===== config.mk =====
export PLATFORM = sky130hd
export DESIGN_NAME = fbc_host
export DESIGN_NICKNAME = d
export VERILOG_FILES = /design/src/hw/fbc_cycle.v /design/src/hw/fbc_host.v
export VERILOG_INCLUDE_DIRS = /design/src /design/src/hw
export SDC_FILE = /design/constraint.sdc
export NUM_CORES = 1
export LEC_CHECK = 0
export BUFFER_PORTS_ARGS = -buffer_cell sky130_fd_sc_hd__buf_2
export CAP_MARGIN = 20
export CORE_MARGIN = 4
export CORE_UTILIZATION = 45
export CTS_BUF_LIST = sky130_fd_sc_hd__clkbuf_8 sky130_fd_sc_hd__clkbuf_16
export DETAILED_ROUTE_END_ITERATION = 12
export MAX_ROUTING_LAYER = met4
export PLACE_DENSITY = 0.67
export REMOVE_ABC_BUFFERS = 1
export SYNTH_ARGS = -nofsm -noshare
export SYNTH_HDL_FRONTEND = slang
export SYNTH_SLANG_ARGS = --single-unit

===== constraint.sdc =====
create_clock -name mclk -period 6.7 [get_ports mclk]
set_input_delay 1.34 -clock mclk [delete_from_list [all_inputs] [get_ports mclk]]
set_output_delay 1.34 -clock mclk [all_outputs]
set_load 0.02 [all_outputs]

===== src/hw/fbc_defs.vh =====
/*
 * Constants for the host-side controller of a byte-wide bulk-erasable flash part.
 * Assumes a 40 MHz mclk; includers use the `FBC_ names below.
 */
`ifndef FBC_DEFS_VH
`define FBC_DEFS_VH
// Functional notes
// - read: select and output-gate low, write strobe high; part drives data
// - identifier mode by pins: high id level, other lines low, supply low (fbc_host drives the lowest address line from addr[0])
// - host programs whole array to 0 before a whole-chip erase (fbc_host leaves this to the caller)
// - command write: select low, output-gate high, write strobe pulsed low
// - 40h then next write programs that address and data
// - erase starts only after 20h written twice in a row
// - FFh written twice abandons a pending set-up, back to read

`define FBC_ADDR_W 18
`define FBC_DATA_W 8
`define FBC_CMD_READ 8'h00
`define FBC_CMD_IDENT 8'h90
`define FBC_CMD_ERASE 8'h20
`define FBC_CMD_ERASE_VFY 8'ha0
`define FBC_CMD_PROG 8'h40
`define FBC_CMD_PROG_VFY 8'hc0
`define FBC_CMD_RESET 8'hff
// operation codes on the user request port
`define FBC_OP_READ 3'h0
`define FBC_OP_WRITE 3'h1
`define FBC_OP_PROGRAM 3'h2
`define FBC_OP_ERASE 3'h3
`define FBC_OP_ABORT 3'h4
`define FBC_OP_IDENT 3'h5
`define FBC_OP_PIN_IDENT 3'h6
// bus timing, 25 ns period; access 170 ns rounded up
`define FBC_CLK_NS 25
`define FBC_ACCESS_NS 170
`define FBC_ACCESS_CYC ((`FBC_ACCESS_NS + `FBC_CLK_NS - 1) / `FBC_CLK_NS)
`define FBC_STROBE_NS 100
`define FBC_STROBE_CYC ((`FBC_STROBE_NS + `FBC_CLK_NS - 1) / `FBC_CLK_NS)
`define FBC_CNT_W 4
`endif


===== src/hw/fbc_cycle.v =====
/*
 * One bus cycle on the flash pins: read or strobed write.
 * Assumes a synchronous reset copy and inputs synchronous to mclk.
 */
`timescale 1ns/1ps
`include "fbc_defs.vh"
module fbc_cycle (
   input wire mclk,
   input wire rst_n,
   input wire start,
   input wire is_write,
   input wire [7:0] wdata,
   output reg busy,
   output reg done,
   output reg sel_n,
   output reg gate_n,
   output reg wstrobe_n,
   output reg data_oe,
   output reg [7:0] data_o
);
   localparam S_IDLE = 3'b001;
   localparam S_ACT = 3'b010;
   localparam S_END = 3'b100;
   reg [2:0] state;
   reg [`FBC_CNT_W-1:0] cnt;
   reg wr;
   // last count value of each phase, cut to the counter width below
   localparam [31:0] ACC_LAST = `FBC_ACCESS_CYC - 1;
   localparam [31:0] STB_LAST = `FBC_STROBE_CYC - 1;

   always @(posedge mclk or negedge rst_n) begin
      if (!rst_n) begin
         state <= S_IDLE;
         cnt <= 4'h0;
         wr <= 1'b0;
         busy <= 1'b0;
         done <= 1'b0;
         sel_n <= 1'b1;
         gate_n <= 1'b1;
         wstrobe_n <= 1'b1;
         data_oe <= 1'b0;
         data_o <= 8'h00;
      end else begin
         done <= 1'b0;
         case (state)
            S_IDLE: begin
               if (start) begin
                  busy <= 1'b1;
                  wr <= is_write;
                  sel_n <= 1'b0;
                  // read: both lows with strobe high; write: gate high, strobe low
                  gate_n <= is_write;
                  wstrobe_n <= ~is_write;
                  data_oe <= is_write;
                  data_o <= wdata;
                  cnt <= is_write ? STB_LAST[`FBC_CNT_W-1:0] : ACC_LAST[`FBC_CNT_W-1:0];
                  state <= S_ACT;
               end
            end
            S_ACT: begin
               if (cnt == 4'h0) begin
                  // strobe rise latches the data still held on the lines
                  wstrobe_n <= 1'b1;
                  gate_n <= 1'b1;
                  state <= S_END;
               end else begin
                  cnt <= cnt - 4'h1;
               end
            end
            S_END: begin
               sel_n <= 1'b1;
               data_oe <= 1'b0;
               busy <= 1'b0;
               done <= 1'b1;
               state <= S_IDLE;
            end
            default: state <= S_IDLE;
         endcase
      end
   end
endmodule


===== src/hw/fbc_host.v =====
/*
 * Host controller for a byte-wide flash part: turns user operations into
 * command sequences and bus cycles on the part's pins.
 * Assumes the part's pins are wired directly; the part has no clock.
 */
`timescale 1ns/1ps
`include "fbc_defs.vh"
module fbc_host (
   input wire mclk,
   input wire rstn,
   input wire req,
   input wire [2:0] op,
   input wire [17:0] addr,
   input wire [7:0] wdata,
   output reg ready,
   output reg done,
   output reg [7:0] rdata,
   output reg [17:0] address_lines,
   input wire [7:0] data_lines_i,
   output reg [7:0] data_lines_o,
   output reg data_lines_oe,
   output reg sel_n,
   output reg gate_n,
   output reg wstrobe_n,
   output reg programming_supply_high,
   output reg identifier_select_line
);
   // ---------------------------------------------------------------
   // reset release
   // ---------------------------------------------------------------
   reg rst_a;
   reg rst_n;
   always @(posedge mclk or negedge rstn) begin
      if (!rstn) begin
         rst_a <= 1'b0;
         rst_n <= 1'b0;
      end else begin
         rst_a <= 1'b1;
         rst_n <= rst_a;
      end
   end

   // ---------------------------------------------------------------
   // sequencer
   // ---------------------------------------------------------------
   localparam S_IDLE = 4'b0001;
   localparam S_CYC = 4'b0010;
   localparam S_WAIT = 4'b0100;
   localparam S_DONE = 4'b1000;
   reg [3:0] state;
   reg [2:0] cur_op;
   reg [1:0] step;
   reg [17:0] cur_addr;
   reg [7:0] cur_data;
   reg cyc_start;
   reg cyc_write;
   reg [7:0] cyc_wdata;
   wire cyc_busy;
   wire cyc_done;
   wire c_sel_n;
   wire c_gate_n;
   wire c_wstrobe_n;
   wire c_oe;
   wire [7:0] c_do;

   fbc_cycle u_cycle (
      .mclk(mclk),
      .rst_n(rst_n),
      .start(cyc_start),
      .is_write(cyc_write),
      .wdata(cyc_wdata),
      .busy(cyc_busy),
      .done(cyc_done),
      .sel_n(c_sel_n),
      .gate_n(c_gate_n),
      .wstrobe_n(c_wstrobe_n),
      .data_oe(c_oe),
      .data_o(c_do)
   );

   // index of the last bus cycle in each operation, which is the read if any
   function [1:0] last_step;
      input [2:0] o;
      begin
         case (o)
            `FBC_OP_PROGRAM: last_step = 2'd1;
            `FBC_OP_ERASE: last_step = 2'd1;
            `FBC_OP_ABORT: last_step = 2'd1;
            `FBC_OP_IDENT: last_step = 2'd1;
            default: last_step = 2'd0;
         endcase
      end
   endfunction

   // is bus cycle s of operation o a write, and with what data
   function step_is_write;
      input [2:0] o;
      input [1:0] s;
      begin
         case (o)
            `FBC_OP_READ: step_is_write = 1'b0;
            `FBC_OP_PIN_IDENT: step_is_write = 1'b0;
            `FBC_OP_IDENT: step_is_write = (s == 2'd0);
            default: step_is_write = 1'b1;
         endcase
      end
   endfunction

   function [7:0] step_data;
      input [2:0] o;
      input [1:0] s;
      input [7:0] d;
      begin
         case (o)
            `FBC_OP_PROGRAM: step_data = (s == 2'd0) ? `FBC_CMD_PROG : d;
            // caller must have zeroed every byte first; a full pass is too long here
            `FBC_OP_ERASE: step_data = `FBC_CMD_ERASE;
            `FBC_OP_ABORT: step_data = `FBC_CMD_RESET;
            `FBC_OP_IDENT: step_data = `FBC_CMD_IDENT;
            default: step_data = d;
         endcase
      end
   endfunction

   always @(posedge mclk or negedge rst_n) begin
      if (!rst_n) begin
         state <= S_IDLE;
         cur_op <= 3'h0;
         step <= 2'd0;
         cur_addr <= 18'h00000;
         cur_data <= 8'h00;
         cyc_start <= 1'b0;
         cyc_write <= 1'b0;
         cyc_wdata <= 8'h00;
         ready <= 1'b0;
         done <= 1'b0;
         rdata <= 8'h00;
         address_lines <= 18'h00000;
         programming_supply_high <= 1'b0;
         identifier_select_line <= 1'b0;
      end else begin
         cyc_start <= 1'b0;
         done <= 1'b0;
         case (state)
            S_IDLE: begin
               ready <= 1'b1;
               if (req) begin
                  ready <= 1'b0;
                  cur_op <= op;
                  cur_data <= wdata;
                  step <= 2'd0;
                  if (op == `FBC_OP_PIN_IDENT) begin
                     // id level on its line, others low bar the lowest, supply low
                     cur_addr <= {17'h00000, addr[0]};
                     identifier_select_line <= 1'b1;
                     programming_supply_high <= 1'b0;
                  end else begin
                     cur_addr <= addr;
                     identifier_select_line <= 1'b0;
                     // reads work either way; commands need the supply high
                     programming_supply_high <= (op != `FBC_OP_READ);
                  end
                  state <= S_CYC;
               end
            end
            S_CYC: begin
               if (!cyc_busy) begin
                  // ident command writes ignore the address; read picks the code
                  if (cur_op == `FBC_OP_IDENT)
                     address_lines <= (step == 2'd0) ? 18'h00000 : {17'h00000, cur_addr[0]};
                  else if (cur_op == `FBC_OP_PIN_IDENT)
                     address_lines <= cur_addr;
                  else
                     address_lines <= cur_addr;
                  cyc_write <= step_is_write(cur_op, step);
                  cyc_wdata <= step_data(cur_op, step, cur_data);
                  cyc_start <= 1'b1;
                  state <= S_WAIT;
               end
            end
            S_WAIT: begin
               // take the byte while gate is still low at the pins; the part
               // floats its lines from the cycle gate rises
               if (!cyc_write && c_gate_n && !gate_n)
                  rdata <= data_lines_i;
               if (cyc_done) begin
                  if (step == last_step(cur_op)) begin
                     state <= S_DONE;
                  end else begin
                     step <= step + 2'd1;
                     state <= S_CYC;
                  end
               end
            end
            S_DONE: begin
               // supply held high is harmless; a program or erase runs on internally
               identifier_select_line <= 1'b0;
               done <= 1'b1;
               ready <= 1'b1;
               state <= S_IDLE;
            end
            default: state <= S_IDLE;
         endcase
      end
   end

   // ---------------------------------------------------------------
   // pin registers fed from the cycle engine
   // ---------------------------------------------------------------
   always @(posedge mclk or negedge rst_n) begin
      if (!rst_n) begin
         sel_n <= 1'b1;
         gate_n <= 1'b1;
         wstrobe_n <= 1'b1;
         data_lines_oe <= 1'b0;
         data_lines_o <= 8'h00;
      end else begin
         sel_n <= c_sel_n;
         gate_n <= c_gate_n;
         wstrobe_n <= c_wstrobe_n;
         data_lines_oe <= c_oe;
         data_lines_o <= c_do;
      end
   end
endmodule


Word-level counts from Yosys, hierarchy flattened --
Index checks and enable logic that the tools add are counted.
Word-level totals: register bits after elaboration 110, output and inout bits 42, logic and storage cells 125
Cells by class: add/sub/neg operators 2, equality and inequality tests 21, muxes and demuxes 45, bitwise logic cells 2, reduce and logical (&&, ||, !) cells 25
Operators by type and width (number):
- 2-to-1 mux 18 bit | 2
- one-hot mux 8 bit (4 select lines) | 1
- 2-to-1 mux 4 bit | 6
- one-hot mux 1 bit (2 select lines) | 8
- equality test 3 bit, second input constant | 5
- 2-to-1 mux 1 bit | 15
- AND reduction 2 bit | 7
- one-hot mux 4 bit (3 select lines) | 1
- 2-to-1 mux 2 bit | 5
- != test 2 bit, second input constant | 5
- equality test 3 x 2 -> 1 bit, second input constant | 3
- 2-to-1 mux 3 bit | 3
- AND reduction 3 bit | 3
- 2-to-1 mux 8 bit | 1
- one-hot mux 4 bit (2 select lines) | 1
- nonzero test 2 bit | 4
- one-hot mux 3 bit (2 select lines) | 1
- equality test 4 x 1 -> 1 bit, second input constant | 1
- equality test 4 x 2 -> 1 bit, second input constant | 1
- equality test 4 x 3 -> 1 bit, second input constant | 1
- equality test 4 bit, second input constant | 1
- logical NOT 4 bit | 1
- != test 2 x 1 -> 1 bit, second input constant | 2
- one-hot mux 2 bit (2 select lines) | 1
- other kinds (13) | 16

Depth between registers and ports, before layout --
Gate-level depths: netlist (run 1).
depth after elaboration 9, gate-level depth with buffers 6, mapped depth without buffers 6

Hierarchy --
From an unflattened synthesis (run 1), not the netlist that was laid out.
Unflattened totals: cells, all modules 411, area total of the unflattened synthesis 4616.9 um^2
By module, submodules not included:
- fbc_host | instances 1, cells each 332, area each 3743.6 um^2, seq. area each 2232.1 um^2
- fbc_cycle | instances 1, cells each 79, area each 873.3 um^2, seq. area each 530.5 um^2

Worst setup path before layout (run 1) --
No wires, ideal clock.
path type input to register, start in req, end reg step[0], arrival time 1.992 ns, required time 6.590 ns, setup slack 4.597 ns, stages on the path 3, buffers on the path 0, cell sequence nand3b_1 a211o_1 o41ai_1
On the way: longest elaborated chain between the ends 2
RTL lines:
- start, declared | RTL line fbc_host.v:11 | input wire req,
- != test 2 bit (no source line)
- AND reduction 4 bit (no source line)
- end signal, assigned | RTL line fbc_host.v:190 | step <= step + 2'd1;
- end, declared | RTL line fbc_host.v:52 | reg [1:0] step;
Every way passes these cells. A chain may end at the register's enable or synchronous reset.

Worst setup path in the final report (run 1) --
start reg gate_n, end out gate_n
RTL lines:
- start, declared | RTL line fbc_host.v:23 | output reg gate_n,
- start signal, assigned | RTL line fbc_host.v:219 | gate_n <= c_gate_n;
No word-level cell between the ends.

==> results.py, run 1 <==
metrics = {
    "outcome": {
        "status": "finished, final reports clean",
    },
    "synth": {
        "synth_area_mm2": 0.00445,
        "yosys_register_bits": 110,
        "ys_top_cells_by_area": "dfrtp_1 57%, nand2_1 13%, dfstp_2 4.7%, nand3_1 2.1%, o21ai_1 2.0%",
        "synth_area_leader_cell": "dfrtp_1",
        "synth-edff-count": 0,
        "ys_seq_area_share_pct": 62.1,
        "ys.flop_type": "dfrtp_1",
        "syn_inst": 432,
        "syn_avg_cell_area_um2": 10.3,
        "ys_async_sr_fraction_pct": 100,
        "yosys_warnings": 0,
        "synth_top_area_share_pct": 57.3,
        "ys_types": 53,
    },
    "sta": {
        "setup_viol_count_final": 0,
        "finalCriticalPeriod_ns": 2.39,
        "final_hold_viol_count": 0,
        "worstMarginPinSlew_ns": 1.05,
        "finalSetupTns_ns": 0,
        "period_share_pct": 35.6,
        "rsz0062_at_grt": "no",
        "whs_ns": 0.373,
        "slew_viol_final": 0,
        "fin_skew_ns": 0.0129,
        "fmax_mhz": 419,
        "relSlewSlack_pct": 30.0,
    },
    "global_route": {
        "grt_remaining_overflow": 0,
        "grt_pass1_wl_um": 14500,
        "grt_max_degree": 57,
        "grt_usage_pct": 16.0,
        "grt_pass1_vias": 3081,
        "antenna_found_initial": 0,
    },
    "finish": {
        "register_area_mm2": 0.00277,
        "drive_above_1_share_pct": 25.4,
        "multi_input_area_mm2": 0.00155,
        "num_antenna_cells": 0,
        "area_growth_pct": 15.6,
        "layout_common_cells": "151 x nand2_1, 101 x dfrtp_1, 81 x buf_2",
        "final_common_cell": "nand2_1",
        "post-route-cell-area_mm2": 0.00514,
        "final_nets": 550,
        "fillers": 873,
    },
    "critical_path": {
        "rr_startpoint": "state[0]",
        "required_ns": 5.36,
        "path_buf_inv": 1,
        "start_kind": "flop",
        "crit_path_end_kind": "primary output",
        "cp.arrival_ns": 1.05,
        "slowest_delay_ns": 0.54,
        "crit_type": "flop to primary output",
        "crit_chain": "buf_2",
        "reg2reg_slack_ns": 4.50,
        "cp_top_family": "flip-flops",
        "reg2reg_to": "identifier_select_line",
        "reg2reg_depth": 4,
        "slowest_stage": "dfstp_2",
        "cp_max_fo": 2,
    },
    "floorplanning": {
        "die_area_mm2": 0.0115,
        "core_area_mm2": 0.00968,
        "die_h_um": 107,
        "initial_core_util_pct": 46.0,
        "rows": 36,
        "die_w_um": 107,
        "pin_count": 82,
    },
    "clocking": {
        "numCtsBuffers": 9,
        "post-cts-setup-buffer-count": 0,
        "cts_sinks": 110,
        "clk_pin_slew_ns": 0.10,
        "clockBufferDepth": 2,
        "clock-root-buffer": "clkbuf_8",
        "clk_latency_ns": 0.36,
        "htree_levels": 3,
        "cts_resized": 0,
        "cts_tree": "done",
        "hold_buffers": 0,
    },
    "placed_design": {
        "place_congestion": 0.777,
        "dpl.hpwl_um": 5720,
        "place_area_mm2": 0.00492,
        "port_buffers": 81,
    },
    "power": {
        "power_density_mw_per_mm2": 442,
        "vdd_drop_max_v": 0.000213,
        "power_mw": 2.27,
        "power.static_leakage_nw": 2.64,
    },
    "drt": {
        "first_pass_iters": 4,
        "remaining_drc_errors": 0,
        "first_iter_violations": 153,
        "routed_wl_um": 8380,
        "via_count": 3120,
        "ant_nets": 0,
        "post_drt_via_cell_ratio": 4.84,
        "avgRoutedWirePerCell_um": 13.0,
    },
    "hold_path": {
        "hold_path_end": "wstrobe_n",
        "worstHoldPathCells": 0,
        "min_path_type": "flop to flop",
        "holdCritStartpoint": "u_cycle.wstrobe_n",
    },
    "flow_run": {
        "drv_cap": 0,
    },
}
worst max path at each step:
stage / start / endpoint / slack [ns] / cells after the start
after floorplan: rst_n / address_lines[0] / 3.42 / 0
after global placement: req / identifier_select_line / 4.06 / 4
after detailed placement: req / cur_addr[7] / 4.01 / 4
after CTS: gate_n / gate_n / 4.29 / 1
after global routing: gate_n / gate_n / 4.27 / 1
final: gate_n / gate_n / 4.31 / 1
where the power goes:
group	internal [mW]	leakage, nW	switching [mW]
registers	0.938	1.39	0.169
clock network	0.178	0.100	0.228
logic	0.296	1.15	0.464
total	1.41	2.64	0.862
kinds of logic after synthesis:
group           count (synthesis)  share of synthesized area (%)
compound gates                 64                           8.35
xor+xnor                        3                          0.927
fa+ha+maj                       3                          0.843
buf+inv                        26                           3.12
flops                         110                           62.1
mux                             9                           2.25
other cells                     1                         0.0842
simple gates                  216                           22.4
metal layers:
metal  routed length (µm)  share of wire [%]  global-route usage [%]  vias up
met5                    0                  0                       -        -
met4                   74               0.88                    5.14        0
met3                  533                6.4                    3.42        6
met2                 3820                 46                    23.9       91
met1                 3950                 47                    22.1     1455
li1                     -                  -                       -     1568
synth_stat cells, drive strengths merged, types with 2 or more instances:
cell / number
nor2: 9
dfstp: 8
buf: 12
nand2: 153
mux2: 8
or2: 2
nor2b: 2
nand3: 20
nor4b: 3
clkbuf: 7
nand3b: 3
or3b: 2
a311oi: 2
inv: 7
a21o: 3
nand2b: 8
dfrtp: 102
a21oi: 14
ha: 3
nor3b: 3
a2bb2oi: 2
nor3: 5
and3b: 2
a31oi: 2
xor2: 2
o21ai: 35
flip-flops by register name, indices dropped and copies added (netlist names), 2 cells and up:
name	cells
state	4
rdata	8
cur_op	3
cur_addr	18
cyc_wdata	8
u_cycle.cnt	4
u_cycle.state	3
address_lines	18
data_lines_o	8
u_cycle.data_o	8
step	2
cur_data	8
layout make-up:
cell class	count	area share [%]
inverters	7	0.511
well taps	133	3.23
multi-input cells	296	30.2
clock inverters	7	1.58
repair buffers	83	8.32
flip-flops and latches	110	53.8
clock buffers	9	2.41
per-stage QoR:
step | std cells | worst slack [ns] | util [%]
finish | 645 | 4.31 | 53.1
global placement | 628 | 4.06 | 50.9
floorplan | 413 | 3.42 | -
global route | 645 | 4.27 | 53.1
CTS | 644 | 4.29 | 53.0
detailed placement | 628 | 4.01 | 50.9
No activity file was read; power rests on OpenSTA's default activity.
==> run 2, diff against run 1 <==
==> constraint.sdc (replaced) <==
create_clock -name mclk -period 2.2 [get_ports mclk]
set_input_delay 0.44 -clock mclk [delete_from_list [all_inputs] [get_ports mclk]]
set_output_delay 0.44 -clock mclk [all_outputs]
set_load 0.02 [all_outputs]
==> run 2 against run 1 <==
Sequential share of layout area shrank 0.47 points. Critical path depth grew 3. Wire length grew 1.5%. Largest power group unchanged.
==> results.py, run 2 (synthesized netlist as in run 1, its figures left out) <==
metrics = {
    "sta": {
        "slew_viol_final": 0,
        "finalCriticalPeriod_ns": 1.79,
        "fmax_mhz": 558,
        "relSlewSlack_pct": 64.6,
        "fin_skew_ns": 0.0161,
        "finalSetupTns_ns": 0,
        "worstMarginPinSlew_ns": 0.524,
        "setup_viol_count_final": 0,
        "rsz0062_at_grt": "no",
        "period_share_pct": 81.5,
        "final_hold_viol_count": 0,
    },
    "clocking": {
        "cts_tree": "done",
        "clk_pin_slew_ns": 0.12,
        "htree_levels": 3,
        "numCtsBuffers": 9,
        "clk_latency_ns": 0.37,
        "clockBufferDepth": 2,
        "cts_resized": 0,
        "clock-root-buffer": "clkbuf_8",
        "cts_sinks": 110,
    },
    "floorplanning": {
        "rows": 36,
        "die_area_mm2": 0.0115,
        "pin_count": 82,
        "die_w_um": 107,
        "die_h_um": 107,
        "initial_core_util_pct": 46.0,
        "core_area_mm2": 0.00968,
    },
    "drt": {
        "post_drt_via_cell_ratio": 4.91,
        "first_iter_violations": 108,
        "routed_wl_um": 8510,
        "first_pass_iters": 4,
        "remaining_drc_errors": 0,
        "ant_nets": 0,
        "via_count": 3197,
        "avgRoutedWirePerCell_um": 13.1,
    },
    "critical_path": {
        "slowest_delay_ns": 0.58,
        "crit_path_end_kind": "flop",
        "slowest_stage": "dfstp_2",
        "crit_type": "flop to flop",
        "required_ns": 2.43,
        "cp.arrival_ns": 2.02,
        "crit_chain": "nor3b_1, nand2_1, a21oi_1, a311oi_1",
        "start_kind": "flop",
        "cp_max_fo": 12,
    },
    "placed_design": {
        "place_congestion": 0.790,
        "port_buffers": 81,
        "dpl.hpwl_um": 5960,
    },
    "hold_path": {
        "min_path_type": "flop to asynchronous set/reset pin",
    },
    "finish": {
        "num_antenna_cells": 0,
        "area_growth_pct": 16.6,
        "fillers": 863,
        "register_area_mm2": 0.00277,
        "multi_input_area_mm2": 0.00155,
        "final_nets": 556,
        "drive_above_1_share_pct": 26.1,
        "top_regs": "address_lines x18, cur_addr x18",
        "fin_util_pct": 53.6,
        "final_common_cell": "nand2_1",
        "layout_common_cells": "151 x nand2_1, 101 x dfrtp_1, 81 x buf_2",
    },
    "global_route": {
        "grt_max_degree": 84,
        "grt_usage_pct": 16.5,
        "grt_remaining_overflow": 0,
        "grt_pass1_wl_um": 14800,
        "antenna_found_initial": 0,
        "grt_pass1_vias": 3125,
    },
    "outcome": {
        "status": "finished, final reports clean",
    },
    "power": {
        "power_mw": 6.89,
        "vdd_drop_max_v": 0.000581,
        "power_density_mw_per_mm2": 1330,
        "power.static_leakage_nw": 2.67,
    },
    "flow_run": {
        "drv_cap": 0,
    },
}
## run 2: changes by cell type in the layout (fill, tap and decap cells not counted), sizes merged
cell         previous run  this run
buf                    83        88
bufinv                  1         0
clkbuf                  9        10
clkinv                  3         2
clkinvlp                1         0
dlygate4sd3             0         1
inv                     9        11
## run 2: layout make-up
| cell class | instances | area share, % |
|---|---|---|
| Clock buffer | 10 | 2.65 |
| Clock inverter | 6 | 1.16 |
| Multi-Input combinational cell | 296 | 29.9 |
| Tap cell | 133 | 3.21 |
| Timing Repair Buffer | 89 | 9.26 |
| Sequential cell | 110 | 53.3 |
| Inverter | 7 | 0.506 |
## run 2: critical path, delay by kind of cell (launching register included)
kind | cells | cell delay [ns]
AND/OR/NAND/NOR | 2 | 0.74
AO/OA/AOI/OAI | 2 | 0.34
flip-flops | 1 | 0.58
## run 2: report_power, final
part           total, mW  internal [mW]  switching [mW]  leakage (nW)
combinational       2.33          0.908            1.42          1.18
sequential          3.38           2.86           0.524          1.39
clock               1.18          0.472           0.709         0.101
## run 2: per-layer routing
metal / vias up / wire (µm) / global-route usage (%)
met1: 1523 / 4040 / 22.6
met5: - / 0 / -
li1: 1581 / - / -
met3: 10 / 546 / 3.72
met4: 0 / 97 / 5.41
met2: 83 / 3830 / 24.4
## run 2: final timing paths
path / from / slack, ns / endpoint / cells past startpoint
min in group mclk: wdata[2] / 0.26 / cur_data[2] / 3
max: u_cycle.state[0] / 0.41 / u_cycle.cnt[2] / 4
min reg2reg: rst_n / 0.24 / cur_addr[9] / 0
min: rst_n / 0.24 / cur_addr[9] / 0
max in group asynchronous: rst_n / 1.18 / u_cycle.sel_n / 1
max reg2reg: u_cycle.state[0] / 0.41 / u_cycle.cnt[2] / 4
## run 2: what timing repair did
item                                   in CTS  in global routing
buffers inserted                            0                  0
endpoints found under the hold margin       2                  0
hold buffers                                1                  0
## run 2: through the flow
step | hold WS (ns) | area (µm²) | setup slack (ns) | cells
floorplan | 0.144 | 4340 | -1.08 | 413
global placement | 0.225 | 4980 | 0.449 | 634
detailed placement | 0.235 | 4980 | 0.406 | 634
CTS | 0.246 | 5190 | 0.377 | 651
global route | 0.248 | 5190 | 0.203 | 651
finish | 0.236 | 5190 | 0.406 | 651
